## config.mk

```make
export PLATFORM = sky130hd
export DESIGN_NAME = rtcua_top
export DESIGN_NICKNAME = d
export VERILOG_FILES = /design/src/logic/rtcua_top.v /design/src/logic/rtcua_tick_gen.v /design/src/logic/rtcua_wrap_cnt.v
export VERILOG_INCLUDE_DIRS = /design/src /design/src/logic
export SDC_FILE = /design/constraint.sdc
export NUM_CORES = 1
export LEC_CHECK = 0
export BUFFER_PORTS_ARGS = -buffer_cell sky130_fd_sc_hd__buf_4
export CAP_MARGIN = 5
export CELL_PAD_IN_SITES_DETAIL_PLACEMENT = 0
export CELL_PAD_IN_SITES_GLOBAL_PLACEMENT = 1
export CORE_ASPECT_RATIO = 1.4
export CORE_MARGIN = 3
export CORE_UTILIZATION = 49
export CTS_CLUSTER_DIAMETER = 120
export DETAILED_ROUTE_END_ITERATION = 16
export GPL_ROUTABILITY_DRIVEN = 0
export GPL_TIMING_DRIVEN = 0
export PLACE_DENSITY_LB_ADDON = 0.1
export SETUP_SLACK_MARGIN = 0.5
export SYNTH_ARGS = -nofsm -noshare
export SYNTH_HDL_FRONTEND = slang
export SYNTH_SLANG_ARGS = --single-unit
```

## constraint.sdc

```tcl
create_clock -name core_clk_in -period 3.1 [get_ports core_clk_in]
set_input_delay 0.62 -clock core_clk_in [delete_from_list [all_inputs] [get_ports core_clk_in]]
set_output_delay 0.62 -clock core_clk_in [all_outputs]
set_load 0.02 [all_outputs]
```

## src/logic/rtcua_map.vh

```
// register offsets, field positions, reset values and timing counts of the real-time clock
`ifndef RTCUA_MAP_VH
`define RTCUA_MAP_VH
`define RTCUA_OFS_SEC 4'h0
`define RTCUA_OFS_MIN 4'h1
`define RTCUA_OFS_HR 4'h2
`define RTCUA_OFS_WK 4'h3
`define RTCUA_OFS_CR1 4'h4
`define RTCUA_OFS_CR2 4'h5
`define RTCUA_OFS_CSR 4'h6
`define RTCUA_OFS_IRQ 4'h7
`define RTCUA_OFS_MASK 4'h8
`define RTCUA_CR1_START 0
`define RTCUA_CR1_STATUS 1
`define RTCUA_CR1_FMT 2
`define RTCUA_CR1_PM 3
`define RTCUA_CR1_INTSEL 4
`define RTCUA_CR1_BUSY 5
`define RTCUA_IRQ_REQ 0
`define RTCUA_IRQ_SEC 1
`define RTCUA_RST_BYTE 8'h00
`define RTCUA_RST_CSR 8'h00
`define RTCUA_CLK_HZ 10000000
`define RTCUA_BUSY_US 62500
`define RTCUA_BUSY_CYC ((`RTCUA_CLK_HZ / 1000000) * `RTCUA_BUSY_US)
`define RTCUA_SYNC_MAX 2
`endif

```

## src/logic/rtcua_top.v

```verilog
// real-time clock counter with start handshake, update-busy flag and clock interrupt
// Operation
// - counter is stopped only when start request and status flag are both 0
// - update-in-progress flag is held high about 62.5 ms per time update
// - a clock interrupt request sets the request flag in the irq control register
// - time registers are not captured together; split reads across an update mismatch
// - status flag follows the start request within two count-source cycles
//
// Our own choices: the address map and strobed register access.
`timescale 1ns/1ps
`include "rtcua_map.vh"
module rtcua_top #(
  parameter BUSY_CYC = `RTCUA_BUSY_CYC,
  parameter DIV_W = 24,
  parameter [DIV_W-1:0] SRC_DIV0 = 24'h98_967F,
  parameter [DIV_W-1:0] SRC_DIV1 = 24'h00_0009
) (
  input wire core_clk_in,
  input wire rst_n_in,
  input wire clk_en_in,
  input wire [3:0] addr_in,
  input wire [7:0] wdata_in,
  input wire wr_in,
  input wire rd_in,
  output reg [7:0] rdata_out,
  output reg irq_out
);
  ////////////////////////////////////////////////////////////////
  reg count_start_request_r;
  reg count_status_flag_r;
  reg hour_format_select_r;
  reg afternoon_flag_r;
  reg int_sel_r;
  reg update_in_progress_r;
  reg [7:0] clock_control_two_r;
  reg [7:0] clock_source_select_reg_r;
  reg [1:0] irq_status_r;
  reg [1:0] irq_mask_r;
  reg [31:0] busy_cnt_r;
  wire stopped;
  wire tick;
  wire wr_stop;
  wire sec_c, min_c, hr_c;
  wire [7:0] sec_v, min_v, hr_v, wk_v;
  wire [7:0] hr_lo, hr_hi;
  wire noon_wrap;

  // stopped means both request and status read 0
  assign stopped = !count_start_request_r && !count_status_flag_r;
  // time and setup writes only take while stopped
  assign wr_stop = wr_in && stopped;

  function dec_hit;
    input [3:0] a;
    input [3:0] ofs;
    begin
      dec_hit = (a == ofs);
    end
  endfunction

  ////////////////////////////////////////////////////////////////
  rtcua_tick_gen #(.DIV_W(DIV_W)) u_tick (
    .core_clk_in(core_clk_in),
    .rst_n_in(rst_n_in),
    .en_in(clk_en_in),
    .run_in(count_start_request_r | count_status_flag_r),
    .div_in(clock_source_select_reg_r[0] ? SRC_DIV1 : SRC_DIV0),
    .tick_out(tick)
  );

  // status follows the request at the next count-source tick (max two ticks)
  always @(posedge core_clk_in or negedge rst_n_in) begin
    if (!rst_n_in) begin
      count_status_flag_r <= 1'b0;
    end else if (clk_en_in) begin
      if (tick) begin
        count_status_flag_r <= count_start_request_r;
      end
    end
  end

  ////////////////////////////////////////////////////////////////
  wire adv = tick && count_status_flag_r && count_start_request_r;
  assign hr_lo = hour_format_select_r ? 8'h01 : 8'h00;
  assign hr_hi = hour_format_select_r ? 8'h0C : 8'h17;
  // afternoon toggles when a 12h clock passes from 11 to 12
  assign noon_wrap = adv && min_c && hour_format_select_r && (hr_v == 8'h0B);

  rtcua_wrap_cnt #(.W(8)) u_sec (
    .core_clk_in(core_clk_in), .rst_n_in(rst_n_in), .en_in(clk_en_in),
    .inc_in(adv), .lo_in(8'h00), .hi_in(8'h3B),
    .load_in(wr_stop && dec_hit(addr_in, `RTCUA_OFS_SEC)), .load_val_in(wdata_in),
    .val_out(sec_v), .carry_out(sec_c)
  );
  rtcua_wrap_cnt #(.W(8)) u_min (
    .core_clk_in(core_clk_in), .rst_n_in(rst_n_in), .en_in(clk_en_in),
    .inc_in(sec_c), .lo_in(8'h00), .hi_in(8'h3B),
    .load_in(wr_stop && dec_hit(addr_in, `RTCUA_OFS_MIN)), .load_val_in(wdata_in),
    .val_out(min_v), .carry_out(min_c)
  );
  rtcua_wrap_cnt #(.W(8)) u_hr (
    .core_clk_in(core_clk_in), .rst_n_in(rst_n_in), .en_in(clk_en_in),
    .inc_in(min_c), .lo_in(hr_lo), .hi_in(hr_hi),
    .load_in(wr_stop && dec_hit(addr_in, `RTCUA_OFS_HR)), .load_val_in(wdata_in),
    .val_out(hr_v), .carry_out(hr_c)
  );
  rtcua_wrap_cnt #(.W(8)) u_wk (
    .core_clk_in(core_clk_in), .rst_n_in(rst_n_in), .en_in(clk_en_in),
    .inc_in(hour_format_select_r ? (noon_wrap && afternoon_flag_r) : hr_c),
    .lo_in(8'h00), .hi_in(8'h06),
    .load_in(wr_stop && dec_hit(addr_in, `RTCUA_OFS_WK)), .load_val_in(wdata_in),
    .val_out(wk_v), .carry_out()
  );

  ////////////////////////////////////////////////////////////////
  // control one, control two, source select
  always @(posedge core_clk_in or negedge rst_n_in) begin
    if (!rst_n_in) begin
      count_start_request_r <= 1'b0;
      hour_format_select_r <= 1'b0;
      afternoon_flag_r <= 1'b0;
      int_sel_r <= 1'b0;
      clock_control_two_r <= `RTCUA_RST_BYTE;
      clock_source_select_reg_r <= `RTCUA_RST_CSR;
    end else if (clk_en_in) begin
      if (noon_wrap) begin
        afternoon_flag_r <= !afternoon_flag_r;
      end
      if (wr_in && dec_hit(addr_in, `RTCUA_OFS_CR1)) begin
        count_start_request_r <= wdata_in[`RTCUA_CR1_START];
        if (stopped) begin
          hour_format_select_r <= wdata_in[`RTCUA_CR1_FMT];
          afternoon_flag_r <= wdata_in[`RTCUA_CR1_PM];
          int_sel_r <= wdata_in[`RTCUA_CR1_INTSEL];
        end
      end
      if (wr_stop && dec_hit(addr_in, `RTCUA_OFS_CR2)) begin
        clock_control_two_r <= wdata_in;
      end
      if (wr_stop && dec_hit(addr_in, `RTCUA_OFS_CSR)) begin
        clock_source_select_reg_r <= wdata_in;
      end
    end
  end

  ////////////////////////////////////////////////////////////////
  // update-in-progress window after each seconds update
  always @(posedge core_clk_in or negedge rst_n_in) begin
    if (!rst_n_in) begin
      update_in_progress_r <= 1'b0;
      busy_cnt_r <= 32'h0000_0000;
    end else if (clk_en_in) begin
      if (adv) begin
        update_in_progress_r <= 1'b1;
        busy_cnt_r <= BUSY_CYC - 1;
      end else if (busy_cnt_r != 32'h0000_0000) begin
        busy_cnt_r <= busy_cnt_r - 32'h0000_0001;
      end else begin
        update_in_progress_r <= 1'b0;
      end
    end
  end

  ////////////////////////////////////////////////////////////////
  // sticky status, set wins over write-one clear
  reg min_c_seen_r;
  wire busy_fall = update_in_progress_r && busy_cnt_r == 32'h0000_0000 && !adv;
  wire req_ev = busy_fall && (int_sel_r ? min_c_seen_r : 1'b1);
  always @(posedge core_clk_in or negedge rst_n_in) begin
    if (!rst_n_in) begin
      min_c_seen_r <= 1'b0;
    end else if (clk_en_in) begin
      if (min_c) begin
        min_c_seen_r <= 1'b1;
      end else if (busy_fall) begin
        min_c_seen_r <= 1'b0;
      end
    end
  end

  always @(posedge core_clk_in or negedge rst_n_in) begin
    if (!rst_n_in) begin
      irq_status_r <= 2'h0;
      irq_mask_r <= 2'h0;
      irq_out <= 1'b0;
    end else if (clk_en_in) begin
      irq_status_r[`RTCUA_IRQ_REQ] <= req_ev | (irq_status_r[`RTCUA_IRQ_REQ] &
        !(wr_in && dec_hit(addr_in, `RTCUA_OFS_IRQ) && wdata_in[`RTCUA_IRQ_REQ]));
      irq_status_r[`RTCUA_IRQ_SEC] <= adv | (irq_status_r[`RTCUA_IRQ_SEC] &
        !(wr_in && dec_hit(addr_in, `RTCUA_OFS_IRQ) && wdata_in[`RTCUA_IRQ_SEC]));
      if (wr_in && dec_hit(addr_in, `RTCUA_OFS_MASK)) begin
        irq_mask_r <= wdata_in[1:0];
      end
      irq_out <= |(irq_status_r & irq_mask_r);
    end
  end

  ////////////////////////////////////////////////////////////////
  // live read: registers are not snapshotted together
  always @(posedge core_clk_in or negedge rst_n_in) begin
    if (!rst_n_in) begin
      rdata_out <= 8'h00;
    end else if (clk_en_in) begin
      rdata_out <= 8'h00;
      if (rd_in) begin
        case (addr_in)
          `RTCUA_OFS_SEC: rdata_out <= sec_v;
          `RTCUA_OFS_MIN: rdata_out <= min_v;
          `RTCUA_OFS_HR: rdata_out <= hr_v;
          `RTCUA_OFS_WK: rdata_out <= wk_v;
          `RTCUA_OFS_CR1: rdata_out <= {2'b00, update_in_progress_r, int_sel_r, afternoon_flag_r,
            hour_format_select_r, count_status_flag_r, count_start_request_r};
          `RTCUA_OFS_CR2: rdata_out <= clock_control_two_r;
          `RTCUA_OFS_CSR: rdata_out <= clock_source_select_reg_r;
          `RTCUA_OFS_IRQ: rdata_out <= {6'h00, irq_status_r};
          `RTCUA_OFS_MASK: rdata_out <= {6'h00, irq_mask_r};
          default: rdata_out <= 8'h00;
        endcase
      end
    end
  end
endmodule // rtcua_top

```

## src/logic/rtcua_tick_gen.v

```verilog
// count-source tick generator: divides the core clock by the selected source divider value plus one
`timescale 1ns/1ps
module rtcua_tick_gen #(
  parameter DIV_W = 24
) (
  input wire core_clk_in,
  input wire rst_n_in,
  input wire en_in,
  input wire run_in,
  input wire [DIV_W-1:0] div_in,
  output reg tick_out
);
  reg [DIV_W-1:0] cnt_r;
  always @(posedge core_clk_in or negedge rst_n_in) begin
    if (!rst_n_in) begin
      cnt_r <= {DIV_W{1'b0}};
      tick_out <= 1'b0;
    end else if (en_in) begin
      if (!run_in) begin
        cnt_r <= {DIV_W{1'b0}};
        tick_out <= 1'b0;
      end else if (cnt_r >= div_in) begin
        cnt_r <= {DIV_W{1'b0}};
        tick_out <= 1'b1;
      end else begin
        cnt_r <= cnt_r + {{(DIV_W-1){1'b0}}, 1'b1};
        tick_out <= 1'b0;
      end
    end
  end
endmodule // rtcua_tick_gen

```

## src/logic/rtcua_wrap_cnt.v

```verilog
// one wrapping counter digit with carry out
`timescale 1ns/1ps
module rtcua_wrap_cnt #(
  parameter W = 8
) (
  input wire core_clk_in,
  input wire rst_n_in,
  input wire en_in,
  input wire inc_in,
  input wire [W-1:0] lo_in,
  input wire [W-1:0] hi_in,
  input wire load_in,
  input wire [W-1:0] load_val_in,
  output reg [W-1:0] val_out,
  output wire carry_out
);
  assign carry_out = inc_in && (val_out >= hi_in);
  always @(posedge core_clk_in or negedge rst_n_in) begin
    if (!rst_n_in) begin
      val_out <= {W{1'b0}};
    end else if (en_in) begin
      if (load_in) begin
        val_out <= load_val_in;
      end else if (carry_out) begin
        val_out <= lo_in;
      end else if (inc_in) begin
        val_out <= val_out + {{(W-1){1'b0}}, 1'b1};
      end
    end
  end
endmodule // rtcua_wrap_cnt

```

Word level (Yosys, flattened, before mapping) --
Cells that the tools add are included.
Operators by class: $add $sub $neg 6, magnitude comparators 5, equal/unequal tests 10, muxes and demuxes 32, bitwise operators 6, reductions and logical operators 55
Operators with widths (number):
- two-way mux 8 bit | 13
- two-way mux 24 bit | 3
- case mux 8 bit (9 select lines) | 1
- two-way mux 32 bit | 2
- adder 8 x 1 -> 8 bit, second input constant | 4
- zero test 32 bit | 1
- nonzero test 32 bit | 1
- subtractor 32 x 1 -> 32 bit, second input constant | 1
- logical AND 1 bit | 26
- adder 24 x 1 -> 24 bit, second input constant | 1
- >= comparator 24 bit | 1
- AND reduction 2 bit | 12
- == test 4 x 3 -> 1 bit, second input constant | 4
- >= comparator 8 x 6 -> 1 bit, second input constant | 2
- two-way mux 1 bit | 12
- nonzero test 3 bit | 4
- == test 4 x 2 -> 1 bit, second input constant | 2
- == test 8 x 4 -> 1 bit, second input constant | 1
- >= comparator 8 x 3 -> 1 bit, second input constant | 1
- >= comparator 8 x 5 -> 1 bit | 1
- zero test 1 bit | 6
- two-way mux 5 bit | 1
- == test 4 x 1 -> 1 bit, second input constant | 1
- == test 4 bit, second input constant | 1
- other kinds (8) | 12
Word-level totals: register bits after elaboration 125, bits of input ports 17, output and inout bits 9, word-level logic and storage cells 134

Longest topological paths before layout --
Gate-level depths: netlist of run 1.
depth after elaboration 12, depth in mapped cells 9, mapped depth without buffers 9

By module --
From an unflattened synthesis of run 1, not the netlist that was laid out.
Second synthesis, totals: cell total of the unflattened synthesis 991, area, all modules 8971.1 um^2
Modules (own cells, without submodules):
- rtcua_top | instances 1, cells an instance 365, area each 3664.8 um^2, seq. area each 1701.6 um^2
- rtcua_wrap_cnt | instances 4, cells an instance 95, area each 807.0 um^2, seq. area each 200.2 um^2
- rtcua_tick_gen | instances 1, cells an instance 246, area each 2078.2 um^2, seq. area each 625.6 um^2

Worst setup path after synthesis of run 1 --
No wires, ideal clock.
path kind reg-to-reg, start point reg u_min.val_out[0], end point reg u_wk.val_out[1], setup time 125 ps, arrival time 2467 ps, slack 508 ps, cell stages (with the launch flop) 10, cells stage by stage dfrtp_1 -> ha_1 -> o2111ai_1 -> a2111oi_4 -> and3_1 -> ha_1 -> and2_1 -> a31oi_1 -> a21boi_2 -> mux2_2
On the way: longest elaborated chain between the ends 10
RTL lines:
- from (decl) | line rtcua_wrap_cnt.v:14 | output reg [W-1:0] val_out,
- from (signal assigned) | line rtcua_wrap_cnt.v:20 | val_out <= {W{1'b0}};
- from (signal assigned) | line rtcua_wrap_cnt.v:23 | val_out <= load_val_in;
- from (signal assigned) | line rtcua_wrap_cnt.v:25 | val_out <= lo_in;
- >= comparator 8 x 6 -> 1 bit (*) | line rtcua_wrap_cnt.v:17 | assign carry_out = inc_in && (val_out >= hi_in);
- logical AND 1 bit (*) | line rtcua_wrap_cnt.v:17
- logical AND 1 bit (3 in a row) | line rtcua_top.v:87 | assign noon_wrap = adv && min_c && hour_format_select_r && (hr_v == 8'h0B);
- logical AND 1 bit | line rtcua_top.v:109 | .inc_in(hour_format_select_r ? (noon_wrap && afternoon_flag_r) : hr_c),
- two-way mux 1 bit (*) | line rtcua_top.v:109
- logical AND 1 bit | line rtcua_wrap_cnt.v:17
- nonzero test 3 bit (no line) / two-way mux 8 bit (equally long branches)
- AND reduction 2 bit (no line) / two-way mux 8 bit (equally long branches)
- to (signal assigned) | line rtcua_wrap_cnt.v:20
- to (signal assigned) | line rtcua_wrap_cnt.v:23
- to (signal assigned) | line rtcua_wrap_cnt.v:25
- to (decl) | line rtcua_wrap_cnt.v:14
Mark *: on every way between the ends. The rest lies on a longest branch, timed or not. A chain may end at the register's enable or synchronous reset.

Worst setup path in the final report of run 1 --
start point reg clock_source_select_reg_r[0], end point reg u_tick.cnt_r[22]
On the way: longest elaborated chain between the ends 4
RTL lines:
- from (decl) | line rtcua_top.v:36 | reg [7:0] clock_source_select_reg_r;
- from (signal assigned) | line rtcua_top.v:124 | clock_source_select_reg_r <= `RTCUA_RST_CSR;
- from (signal assigned) | line rtcua_top.v:141 | clock_source_select_reg_r <= wdata_in;
- two-way mux 24 bit | line rtcua_top.v:67 | .div_in(clock_source_select_reg_r[0] ? SRC_DIV1 : SRC_DIV0),
- >= comparator 24 bit | line rtcua_tick_gen.v:22 | end else if (cnt_r >= div_in) begin
- two-way mux 24 bit | line rtcua_tick_gen.v:22
- two-way mux 24 bit | line rtcua_tick_gen.v:19 | if (!run_in) begin
- to (signal assigned) | line rtcua_tick_gen.v:20 | cnt_r <= {DIV_W{1'b0}};
- to (signal assigned) | line rtcua_tick_gen.v:23 | cnt_r <= {DIV_W{1'b0}};
- to (signal assigned) | line rtcua_tick_gen.v:26 | cnt_r <= cnt_r + {{(DIV_W-1){1'b0}}, 1'b1};
- to (decl) | line rtcua_tick_gen.v:13 | reg [DIV_W-1:0] cnt_r;
Every way passes these cells.

==> results.txt, run 1 <==
Status -> finished, final reports clean
First-pass GRT wire length -> 32660 microns
Synth Cell Area -> 0.007259 sq mm
Site Rows -> 52
Final HPWL DP -> 14180 microns
Core ar. -> 0.01451 sq mm
Worst-Margin Slew -> 0.7603 ns
Post-synth ARST share -> 100.0%
Total GRT Usage -> 25.87%
Final setup viols -> 0
RSZ-0062 raised after global routing -> true
DIE AREA -> 0.01633 sq mm
Worst Path Required -> 3.41 ns
Pwr/cell area -> 663.4 mW/mm^2
# DRC -> 0
CP bufs+invs -> 0
TritonCTS Buffers -> 17
Fin crit period -> 2.598 ns
Placed Cells -> 988
Startpoint Class -> flop
Ys Warns -> 0
Worst skew pair latency -> 0.42 ns
Critical path, cell by cell -> ha_1 > a2111o_1 > a21oi_2 > o41ai_4 > a211oi_4 > nand2_4 > o311ai_2
Peak fanout along the critical path -> 8
WL final -> 20380 microns
Worst Skew -> 0.01217 ns
DRC violation total after the first TritonRoute iteration -> 436
Initial Utilization -> 50.03%
Highest-delay cell along the critical path -> dfrtp_2
Final nets -> 872
Max-Cap Viols -> 0
Total Neg Setup Slack -> 0 ns
Die Height -> 150.0 microns
Via Count -> 6350
Arrival time worst endpoint -> 2.91 ns
CTS sink cnt -> 125
Final period utilization -> 83.79%
Top FF cell, synth -> dfrtp_1
Initial antenna violation count -> 0
Post-synth net total -> 815
EDFF count, synth -> 0
Synthesized instance count -> 774
Routed len/inst -> 19.73 microns
Filler Cells Inserted -> 1301
Post-CTS Hold Buffers -> 0
Diodes inserted -> 0
Htree depth -> 4
Vias in the first global route -> 6345
Cell Count, Final, Fillers Out -> 1033
Crit path capture type -> flop
Area growth from synthesis to layout -> 19.32%
Worst VDD drop -> 446.1 uV
Max Clk Rate -> 0.3850 GHz
Cell family contributing the most delay on the critical path -> compound AO/OA/AOI/OAI gates
Crit path largest cell delay -> 0.49 ns
HP Class -> in -> async
Mean number of vias per cell -> 6.147
Final Hold Viols -> 0
Post-route ant nets -> 0
Leakage power -> 3.785 nW
DR pass1 iterations -> 5
Clock buffer depth -> 2
IO buf count -> 24
Pin count of the biggest net entering global routing -> 68
Clk slew on worst S/H paths -> 0.06 ns
Share of post-route cells with drive strength above 1 -> 20.50%
Syn Area/Cell -> 9.379 sq um
CTS tree -> done
Top Ports -> 26
Final core occ -> 59.70%
Seq cells post-synth -> 125
Overflow after GRT -> 0
Final Cell Area -> 0.008662 sq mm
Relative slew margins -> 49.20%
Placed cell areas -> 0.007707 sq mm
Die W -> 108.9 microns
Setup CP Type -> reg -> reg
Post-synthesis sequential area ratio -> 43.09%
Distinct cells, synth -> 70
CTS root buffer -> clkbuf_16
Slew Limit Fails -> 0
==> synthesized netlist by cell type (all sizes together), types with 20 or more instances <==
library cell	n	area share, %
dfrtp	125	43
nor2	68	3.5
a22oi	22	2.3
o22ai	20	1.7
inv	31	1.6
nand3	46	3.2
xor2	26	3.1
mux2	29	4.5
a21oi	31	2.1
nand2	57	2.9
nor3	27	2.2
o21ai	50	3.5
ha	24	4.1
==> placed cells by master (no fill, tap or decap), types with 26 or more instances in the layout <==
| cell type | count |
|---|---|
| nor2_1 | 68 |
| buf_4 | 37 |
| nand3_1 | 44 |
| dfrtp_1 | 121 |
| xor2_1 | 26 |
| inv_1 | 29 |
| o21ai_0 | 48 |
| mux2_2 | 29 |
| nand2_1 | 56 |
| a21oi_1 | 29 |
==> power by group <==
| part | switching (mW) | total [mW] | internal (mW) |
|---|---|---|---|
| combinational | 0.809 | 1.51 | 0.703 |
| clock | 0.746 | 1.96 | 1.22 |
| sequential | 0.336 | 2.27 | 1.94 |
==> state kept, by name, indices dropped and copies added, names as in the netlist <==
signal                     cells
int_sel_r                      1
u_wk.val_out                   8
count_start_request_r          1
irq_mask_r                     2
u_min.val_out                  8
u_tick.tick_out                1
u_sec.val_out                  8
irq_status_r                   2
clock_control_two_r            8
busy_cnt_r                    32
irq_out                        1
u_tick.cnt_r                  24
min_c_seen_r                   1
hour_format_select_r           1
u_hr.val_out                   8
afternoon_flag_r               1
count_status_flag_r            1
update_in_progress_r           1
rdata_out                      8
clock_source_select_reg_r      8
==> stage by stage <==
stage | setup WS (ns) | hold WS (ns) | power, mW
finish | 0.5024 | 0.1730 | 5.747
global route | 0.4101 | 0.2020 | 6.079
CTS | 0.5091 | 0.1809 | 5.701
detailed placement | -0.1129 | 0.4811 | 3.633
global placement | -0.05305 | 0.4637 | 3.571
floorplan | 0.5083 | 0.3244 | 3.229
==> routing by layer <==
| metal | wire length (microns) | vias up | track usage, % |
|---|---|---|---|
| met4 | 901 | 0 | 13.14 |
| met5 | 0 | - | 0 |
| met1 | 8474 | 3144 | 31.02 |
| li1 | - | 2979 | - |
| met3 | 752 | 53 | 5.524 |
| met2 | 10260 | 174 | 43.33 |
==> final timing paths <==
kind	cells after the start	end	slack, ns	startpoint
max	7	u_tick.cnt_r[22]$_DFFE_PN0P_	0.50	clock_source_select_reg_r[0]$_DFFE_PN0P_
min	1	u_tick.cnt_r[7]$_DFFE_PN0P_	0.17	rst_n_in
max reg2reg	7	u_tick.cnt_r[22]$_DFFE_PN0P_	0.50	clock_source_select_reg_r[0]$_DFFE_PN0P_
min reg2reg	1	busy_cnt_r[6]$_DFFE_PN0P_	0.50	busy_cnt_r[6]$_DFFE_PN0P_
max in group asynchronous	2	u_sec.val_out[0]$_DFFE_PN0P_	2.18	rst_n_in
min in group core_clk_in	1	busy_cnt_r[6]$_DFFE_PN0P_	0.50	busy_cnt_r[6]$_DFFE_PN0P_
==> cell type report <==
type / count / area, sq um / area share (%)
plain buffers: 30 / 160.2 / 1.849
flip-flops and latches: 125 / 3133 / 36.17
repair buffers: 38 / 312.8 / 3.611
clock inverters: 12 / 120.1 / 1.387
inverters: 31 / 116.4 / 1.343
clock buffers: 20 / 456.7 / 5.272
well taps: 189 / 236.5 / 2.730
multi-input cells: 588 / 4126 / 47.64
==> timing repair <==
action / 4_1_cts / 5_1_grt
buffers inserted: 9 / 4
setup endpoints to repair: 57 / 40
pin swaps: 3 / 5
resized for setup: 25 / 39
==> cells by family (layout without fill, tap and decap cells) <==
kind of cell | Yosys count | count (layout) | synth area share (%)
AND/OR/NAND/NOR | 319 | 319 | 23.92
AO/OA/AOI/OAI | 182 | 182 | 16.62
flip-flops | 125 | 125 | 43.09
buffers and inverters | 61 | 131 | 3.533
multiplexers | 35 | 35 | 5.326
XOR/XNOR | 28 | 28 | 3.378
adder cells (fa/ha/maj) | 24 | 24 | 4.137
Note: power is estimated with default switching activity, not from simulation.
==> run 2, diff against run 1 <==
--- a/config.mk
+++ b/config.mk
@@ -6,13 +6,14 @@
 export SDC_FILE = /design/constraint.sdc
 export NUM_CORES = 1
 export LEC_CHECK = 0
+export ABC_AREA = 1
 export BUFFER_PORTS_ARGS = -buffer_cell sky130_fd_sc_hd__buf_4
 export CAP_MARGIN = 5
 export CELL_PAD_IN_SITES_DETAIL_PLACEMENT = 0
 export CELL_PAD_IN_SITES_GLOBAL_PLACEMENT = 1
 export CORE_ASPECT_RATIO = 1.4
 export CORE_MARGIN = 3
-export CORE_UTILIZATION = 49
+export CORE_UTILIZATION = 47
 export CTS_CLUSTER_DIAMETER = 120
 export DETAILED_ROUTE_END_ITERATION = 16
 export GPL_ROUTABILITY_DRIVEN = 0
==> constraint.sdc (replaced) <==
create_clock -name core_clk_in -period 2.7 [get_ports core_clk_in]
set_input_delay 0.54 -clock core_clk_in [delete_from_list [all_inputs] [get_ports core_clk_in]]
set_output_delay 0.54 -clock core_clk_in [all_outputs]
set_load 0.02 [all_outputs]
==> results.txt, run 2 <==
Status -> finished, final reports clean
CTS root buffer -> clkbuf_16
DIE AREA -> 0.01873 sq mm
Total Neg Setup Slack -> 0 ns
Cell Count, Final, Fillers Out -> 1377
Largest family of logic cells by synthesized area -> simple AND/OR/NAND/NOR gates
PnR worst setup slack -> 0.5841 ns
Crit path capture type -> flop
Clock buffer depth -> 2
Core ar. -> 0.01645 sq mm
CTS sink cnt -> 125
Worst-Margin Slew -> 0.5873 ns
TritonCTS Buffers -> 17
HP Class -> in -> async
Final period utilization -> 78.37%
Clock share of power -> 31.6%
Diodes inserted -> 0
Pin count of the biggest net entering global routing -> 90
Die W -> 116.5 microns
Crit path largest cell delay -> 0.52 ns
Post-Place Worst Slack -> 0.1198 ns
Max Clk Rate -> 0.4726 GHz
Top Registers -> busy_cnt_r x32, u_tick.cnt_r x24
Critical path, cell by cell -> buf_4 > ha_1 > a21o_1 > a211oi_2 > nand2_1 > nand2_1 > nand3_1 > buf_6 > buf_4 > o22ai_1
Mean number of vias per cell -> 5.426
Total GRT Usage -> 26.66%
Commonest non-fill, non-tap cell in the layout -> nand2_1
Post-synth top area share -> 38.92%
Distinct cells, synth -> 48
Initial antenna violation count -> 0
Syn Area/Cell -> 7.300 sq um
Post-route ant nets -> 0
CP bufs+invs -> 3
Flop pwr share -> 35.5%
Final Hold Viols -> 0
Ys Warns -> 0
Most frequent cells in the layout -> 267 x nand2_1, 123 x nor2_1, 122 x dfrtp_1
Pwr/cell area -> 814.5 mW/mm^2
Post-synth net total -> 1142
Complex-gate fraction of the synthesized area -> 14.55%
Storage cell area -> 0.003134 sq mm
Peak fanout along the critical path -> 6
Initial Utilization -> 48.87%
Internal -> 4.720 mW
Post-synthesis sequential area ratio -> 38.92%
Placed Cells -> 1325
Synth top cells by count -> 272 x nand2_1, 125 x dfrtp_1, 124 x nor2_1, 117 x inv_1, 91 x nand3_1
Seq cells post-synth -> 125
Multi-input gate area in the final layout -> 0.004378 sq mm
Psw -> 2.945 mW
Power Total -> 7.666 mW
Area growth from synthesis to layout -> 17.09%
Synth Cell Area -> 0.008038 sq mm
Slew Limit Fails -> 0
Post-Synth XOR/XNOR Area -> 3.160%
Sw frac -> 38.42%
Multiplexer share of the synthesized area -> 0%
Highest-delay cell along the critical path -> dfrtp_4
Worst VDD drop -> 412.4 uV
First-pass GRT wire length -> 38830 microns
Via Count -> 7472
Worst Skew -> 0.01009 ns
Final nets -> 1206
CTS tree -> done
Synthesized instance count -> 1101
Dominant cell type by area after synthesis -> dfrtp_1
IO buf count -> 24
RSZ-0062 raised after global routing -> true
Share of post-route cells with drive strength above 1 -> 15.79%
Filler Cells Inserted -> 1621
EDFF count, synth -> 0
Final setup viols -> 0
Htree depth -> 4
Setup CP Type -> reg -> reg
Top Ports -> 26
Final HPWL DP -> 17380 microns
Leakage power -> 4.573 nW
DR pass1 iterations -> 5
Site Rows -> 55
Max FFs per register -> 32
Biggest register -> busy_cnt_r
Clk slew on worst S/H paths -> 0.06 ns
Max-Cap Viols -> 0
Post-CTS Hold Buffers -> 0
Comb pwr share -> 32.9%
Main area contributors after synthesis -> dfrtp_1 39%, nand2_1 13%, nor2_1 5.8%, nand3_1 5.7%, o21ai_0 5.5%
Arrival time worst endpoint -> 2.45 ns
Post-synth ARST share -> 100.0%
Routed len/inst -> 17.17 microns
Vias in the first global route -> 7421
WL final -> 23650 microns
Relative slew margins -> 60.85%
Top FF cell, synth -> dfrtp_1
Post-Synth Simple-Gate Area -> 31.51%
Cell family contributing the most delay on the critical path -> flip-flops
Worst Path Required -> 3.03 ns
# DRC -> 0
Overflow after GRT -> 0
Post-Synth Adder-Cell Area -> 3.736%
Worst skew pair latency -> 0.43 ns
Die Height -> 160.7 microns
Startpoint Class -> flop
Most frequent cell after synthesis -> nand2_1
Fin crit period -> 2.116 ns
DRC violation total after the first TritonRoute iteration -> 538
run 2: routing by layer:
layer	up-vias	routed length (microns)	track usage, %
met5	-	0	0
met4	0	987	12.56
met3	60	802	4.372
met2	164	11710	44.48
met1	3473	10150	33.14
li1	3775	-	-
run 2: power groups by stage:
stage	Combinational (mW)	Sequential [mW]	Clock [mW]
finish	2.52	2.72	2.42
CTS	2.44	2.72	2.45
floorplan	1.85	2.63	0
global route	2.92	2.78	2.53
global placement	2.37	2.75	0
detailed placement	2.40	2.75	0
run 2: timing repair:
| item | in CTS | in global routing |
|---|---|---|
| cloned | 1 | 0 |
| gates resized for setup | 17 | 24 |
| pin swaps | 7 | 13 |
| setup endpoints to repair | 16 | 53 |
| setup buffers | 9 | 10 |
run 2: metrics by stage:
stage / hold WS (ns) / instance area, sq um / utilization, %
after floorplan: 0.2444 / 8038 / -
after global placement: 0.4644 / 8467 / 51.48
after detailed placement: 0.4679 / 8498 / 51.67
after CTS: 0.009755 / 9246 / 56.22
after global routing: 0.03169 / 9412 / 57.22
final: 0.006052 / 9412 / 57.22
run 2: final cells by class:
type / count / area share [%]
Multi-Input combinational cell: 820 / 46.52
Clock inverter: 13 / 1.742
Inverter: 126 / 5.105
Buffer: 30 / 1.994
Clock buffer: 19 / 4.813
Tap cell: 199 / 2.646
Timing Repair Buffer: 45 / 3.882
Sequential cell: 125 / 33.30
run 2: worst paths after layout:
| path | startpoint | slack (ns) | depth (start not counted) | to |
|---|---|---|---|---|
| min | rst_n_in | 0.006 | 1 | u_tick.cnt_r[13]$_DFFE_PN0P_ |
| max | clock_source_select_reg_r[0]$_DFFE_PN0P_ | 0.58 | 10 | u_tick.cnt_r[1]$_DFFE_PN0P_ |
| max in group asynchronous | rst_n_in | 1.91 | 2 | busy_cnt_r[9]$_DFFE_PN0P_ |
| min in group core_clk_in | wdata_in[7] | 0.41 | 3 | u_hr.val_out[7]$_DFFE_PN0P_ |
| min reg2reg | rdata_out[7]$_DFFE_PN0P_ | 0.48 | 2 | rdata_out[7]$_DFFE_PN0P_ |
| max reg2reg | clock_source_select_reg_r[0]$_DFFE_PN0P_ | 0.58 | 10 | u_tick.cnt_r[1]$_DFFE_PN0P_ |
run 2: cell families after synthesis:
kind of cell / count (synthesis)
adder cells (fa/ha/maj): 24
buffers and inverters: 156
AND/OR/NAND/NOR: 570
AO/OA/AOI/OAI: 197
XOR/XNOR: 29
flip-flops: 125
run 2: worst reg2reg max path: stages (launching register included):
cell and delay (ns):
dfrtp_4 0.52, buf_4 0.17, ha_1 0.30, a21o_1 0.17, a211oi_2 0.18, nand2_1 0.09
nand2_1 0.07, nand3_1 0.09, buf_6 0.15, buf_4 0.16, o22ai_1 0.13
==> run 3, diff against run 2 <==
==> constraint.sdc (replaced) <==
create_clock -name core_clk_in -period 2 [get_ports core_clk_in]
set_input_delay 0.4 -clock core_clk_in [delete_from_list [all_inputs] [get_ports core_clk_in]]
set_output_delay 0.4 -clock core_clk_in [all_outputs]
set_load 0.02 [all_outputs]
==> results.txt, run 3 (synthesis gave the netlist of run 2 again) <==
Pin count of the biggest net entering global routing -> 82
Initial Utilization -> 48.87%
Final core occ -> 62.81%
Status -> complete, but fails checks
Sw frac -> 38.56%
Worst Skew -> 0.008639 ns
Overflow after GRT -> 0
Initial antenna violation count -> 0
Comb pwr share -> 35.8%
Max-Cap Viols -> 0
Core ar. -> 0.01645 sq mm
Cell Count, Final, Fillers Out -> 1400
Slew Limit Fails -> 0
Diodes inserted -> 0
Clock buffer depth -> 2
Biggest register -> busy_cnt_r
Leakage power -> 4.807 nW
Metal-1 WL -> 10570 microns
Peak fanout along the critical path -> 7
Total GRT Usage -> 27.23%
Share of post-route cells with drive strength above 1 -> 25.48%
Pwr/cell area -> 1058 mW/mm^2
Relative slew margins -> 45.25%
Top sig layer -> met4
IO buf count -> 24
DRC violation total after the first TritonRoute iteration -> 574
Final Hold Viols -> 0
Final HPWL DP -> 17470 microns
Met3 Wirelength -> 734 microns
Final setup viols -> 30
Worst VDD drop -> 555.0 uV
Final nets -> 1229
Vias in the first global route -> 7588
Top Registers -> busy_cnt_r x32, u_tick.cnt_r x24
Clk slew on worst S/H paths -> 0.06 ns
Htree depth -> 4
Flop pwr share -> 33.8%
# DRC -> 0
Top Ports -> 26
Max Clk Rate -> 0.4815 GHz
Area growth from synthesis to layout -> 28.53%
Arrival time worst endpoint -> 2.39 ns
Mean number of vias per cell -> 5.564
DIE AREA -> 0.01873 sq mm
Placed cell areas -> 0.008722 sq mm
HP Class -> in -> reg
Worst Path Required -> 2.32 ns
Routed len/inst -> 17.99 microns
Final period utilization -> 103.8%
Die W -> 116.5 microns
Violated checks -> negative setup slack
Final Cell Area -> 0.01033 sq mm
Routed met2 length -> 12690 microns
CTS sink cnt -> 125
Setup CP Type -> reg -> reg
WL final -> 25180 microns
Power Total -> 10.93 mW
RSZ-0062 raised after global routing -> true
Worst-Margin Slew -> 0.8212 ns
First-pass GRT wire length -> 39920 microns
Worst skew pair latency -> 0.43 ns
Psw -> 4.214 mW
Site Rows -> 55
CTS tree -> done
Critical path, cell by cell -> buf_12 > ha_4 > nand4_1 > nor4_2 > nand2_1 > nand3_4 > buf_8 > inv_8 > nand2_1 > nand2_1
Top cell by count, worst path -> nand2_1
Crit path capture type -> flop
Post-route ant nets -> 0
Fin crit period -> 2.077 ns
Commonest non-fill, non-tap cell in the layout -> nand2_1
TritonCTS Buffers -> 17
Most frequent cells in the layout -> 251 x nand2_1, 120 x dfrtp_1, 113 x nor2_1
Max FFs per register -> 32
Die Height -> 160.7 microns
Startpoint Class -> flop
Clock share of power -> 30.4%
Internal -> 6.715 mW
Via Count -> 7790
Worst hold slack -> 0.2609 ns
Highest-delay cell along the critical path -> dfrtp_4
CTS root buffer -> clkbuf_16
Placed Cells -> 1325
Crit path largest cell delay -> 0.49 ns
DR pass1 iterations -> 5
PnR worst setup slack -> -0.07667 ns
## run 3: cell count changes in the layout (fill, tap and decap cells not counted), sizes merged
cell         change
buf             +21
bufinv           +1
clkbuf           +1
clkinvlp         +2
dlygate4sd3      +1
inv              -3
## run 3: path summary, 6_finish.rpt
check,end,cells past startpoint,slack [ns],from
max in group asynchronous,rdata_out[6]$_DFFE_PN0P_,3,0.75,rst_n_in
min in group asynchronous,u_tick.cnt_r[12]$_DFFE_PN0P_,2,0.46,rst_n_in
setup / recovery,u_tick.cnt_r[20]$_DFFE_PN0P_,10,-0.08,clock_source_select_reg_r[0]$_DFFE_PN0P_
setup reg to reg,u_tick.cnt_r[20]$_DFFE_PN0P_,10,-0.08,clock_source_select_reg_r[0]$_DFFE_PN0P_
hold / removal,u_hr.val_out[7]$_DFFE_PN0P_,3,0.26,wdata_in[7]
hold reg to reg,u_min.val_out[7]$_DFFE_PN0P_,2,0.48,u_min.val_out[7]$_DFFE_PN0P_
## run 3: power groups by stage
stage	clock network (mW)	logic (mW)	registers, mW
floorplan	0	2.59	3.57
global placement	0	3.30	3.73
detailed placement	0	3.34	3.73
CTS	3.36	3.55	3.68
global route	3.48	4.42	3.77
finish	3.33	3.91	3.69
## run 3: metal layers
layer / GRT usage [%] / up-vias
met4: 12.08 / 0
li1: - / 3831
met1: 33.95 / 3721
met5: 0 / -
met3: 3.882 / 60
met2: 46.09 / 178
## run 3: what timing repair did
| action | 4_1_cts | 5_1_grt |
|---|---|---|
| setup endpoints to repair | 111 | 117 |
| gates resized for setup | 69 | 118 |
| hold buffers | 1 | 0 |
| buffers inserted | 12 | 24 |
| pin swaps | 34 | 37 |
| cloned | 3 | 3 |
| endpoints found under the hold margin | 44 | 0 |
## run 3: per-stage QoR
step	TNS (ns)	setup WS (ns)
after global placement	-4.111	-0.4867
after detailed placement	-3.817	-0.4464
after floorplan	0	0.02945
after CTS	-1.943	-0.2368
final	-1.050	-0.07667
after global routing	-4.343	-0.1787
## run 3: final cells by class
type | instances | area, sq um
Buffer | 30 | 240.2
Clock buffer | 20 | 456.7
Clock inverter | 12 | 167.7
Fill cell | 1498 | 6116
Inverter | 126 | 498.0
Multi-Input combinational cell | 820 | 4975
Sequential cell | 125 | 3137
Tap cell | 199 | 249.0
Timing Repair Buffer | 67 | 603.1
Timing Repair inverter | 1 | 5.005
## run 3: worst max-delay path, delay by kind of cell, from the launching register on
kind	cells	cell delay, ns
flops	1	0.49
simple gates	6	0.83
buf+inv	3	0.38
fa+ha+maj	1	0.26
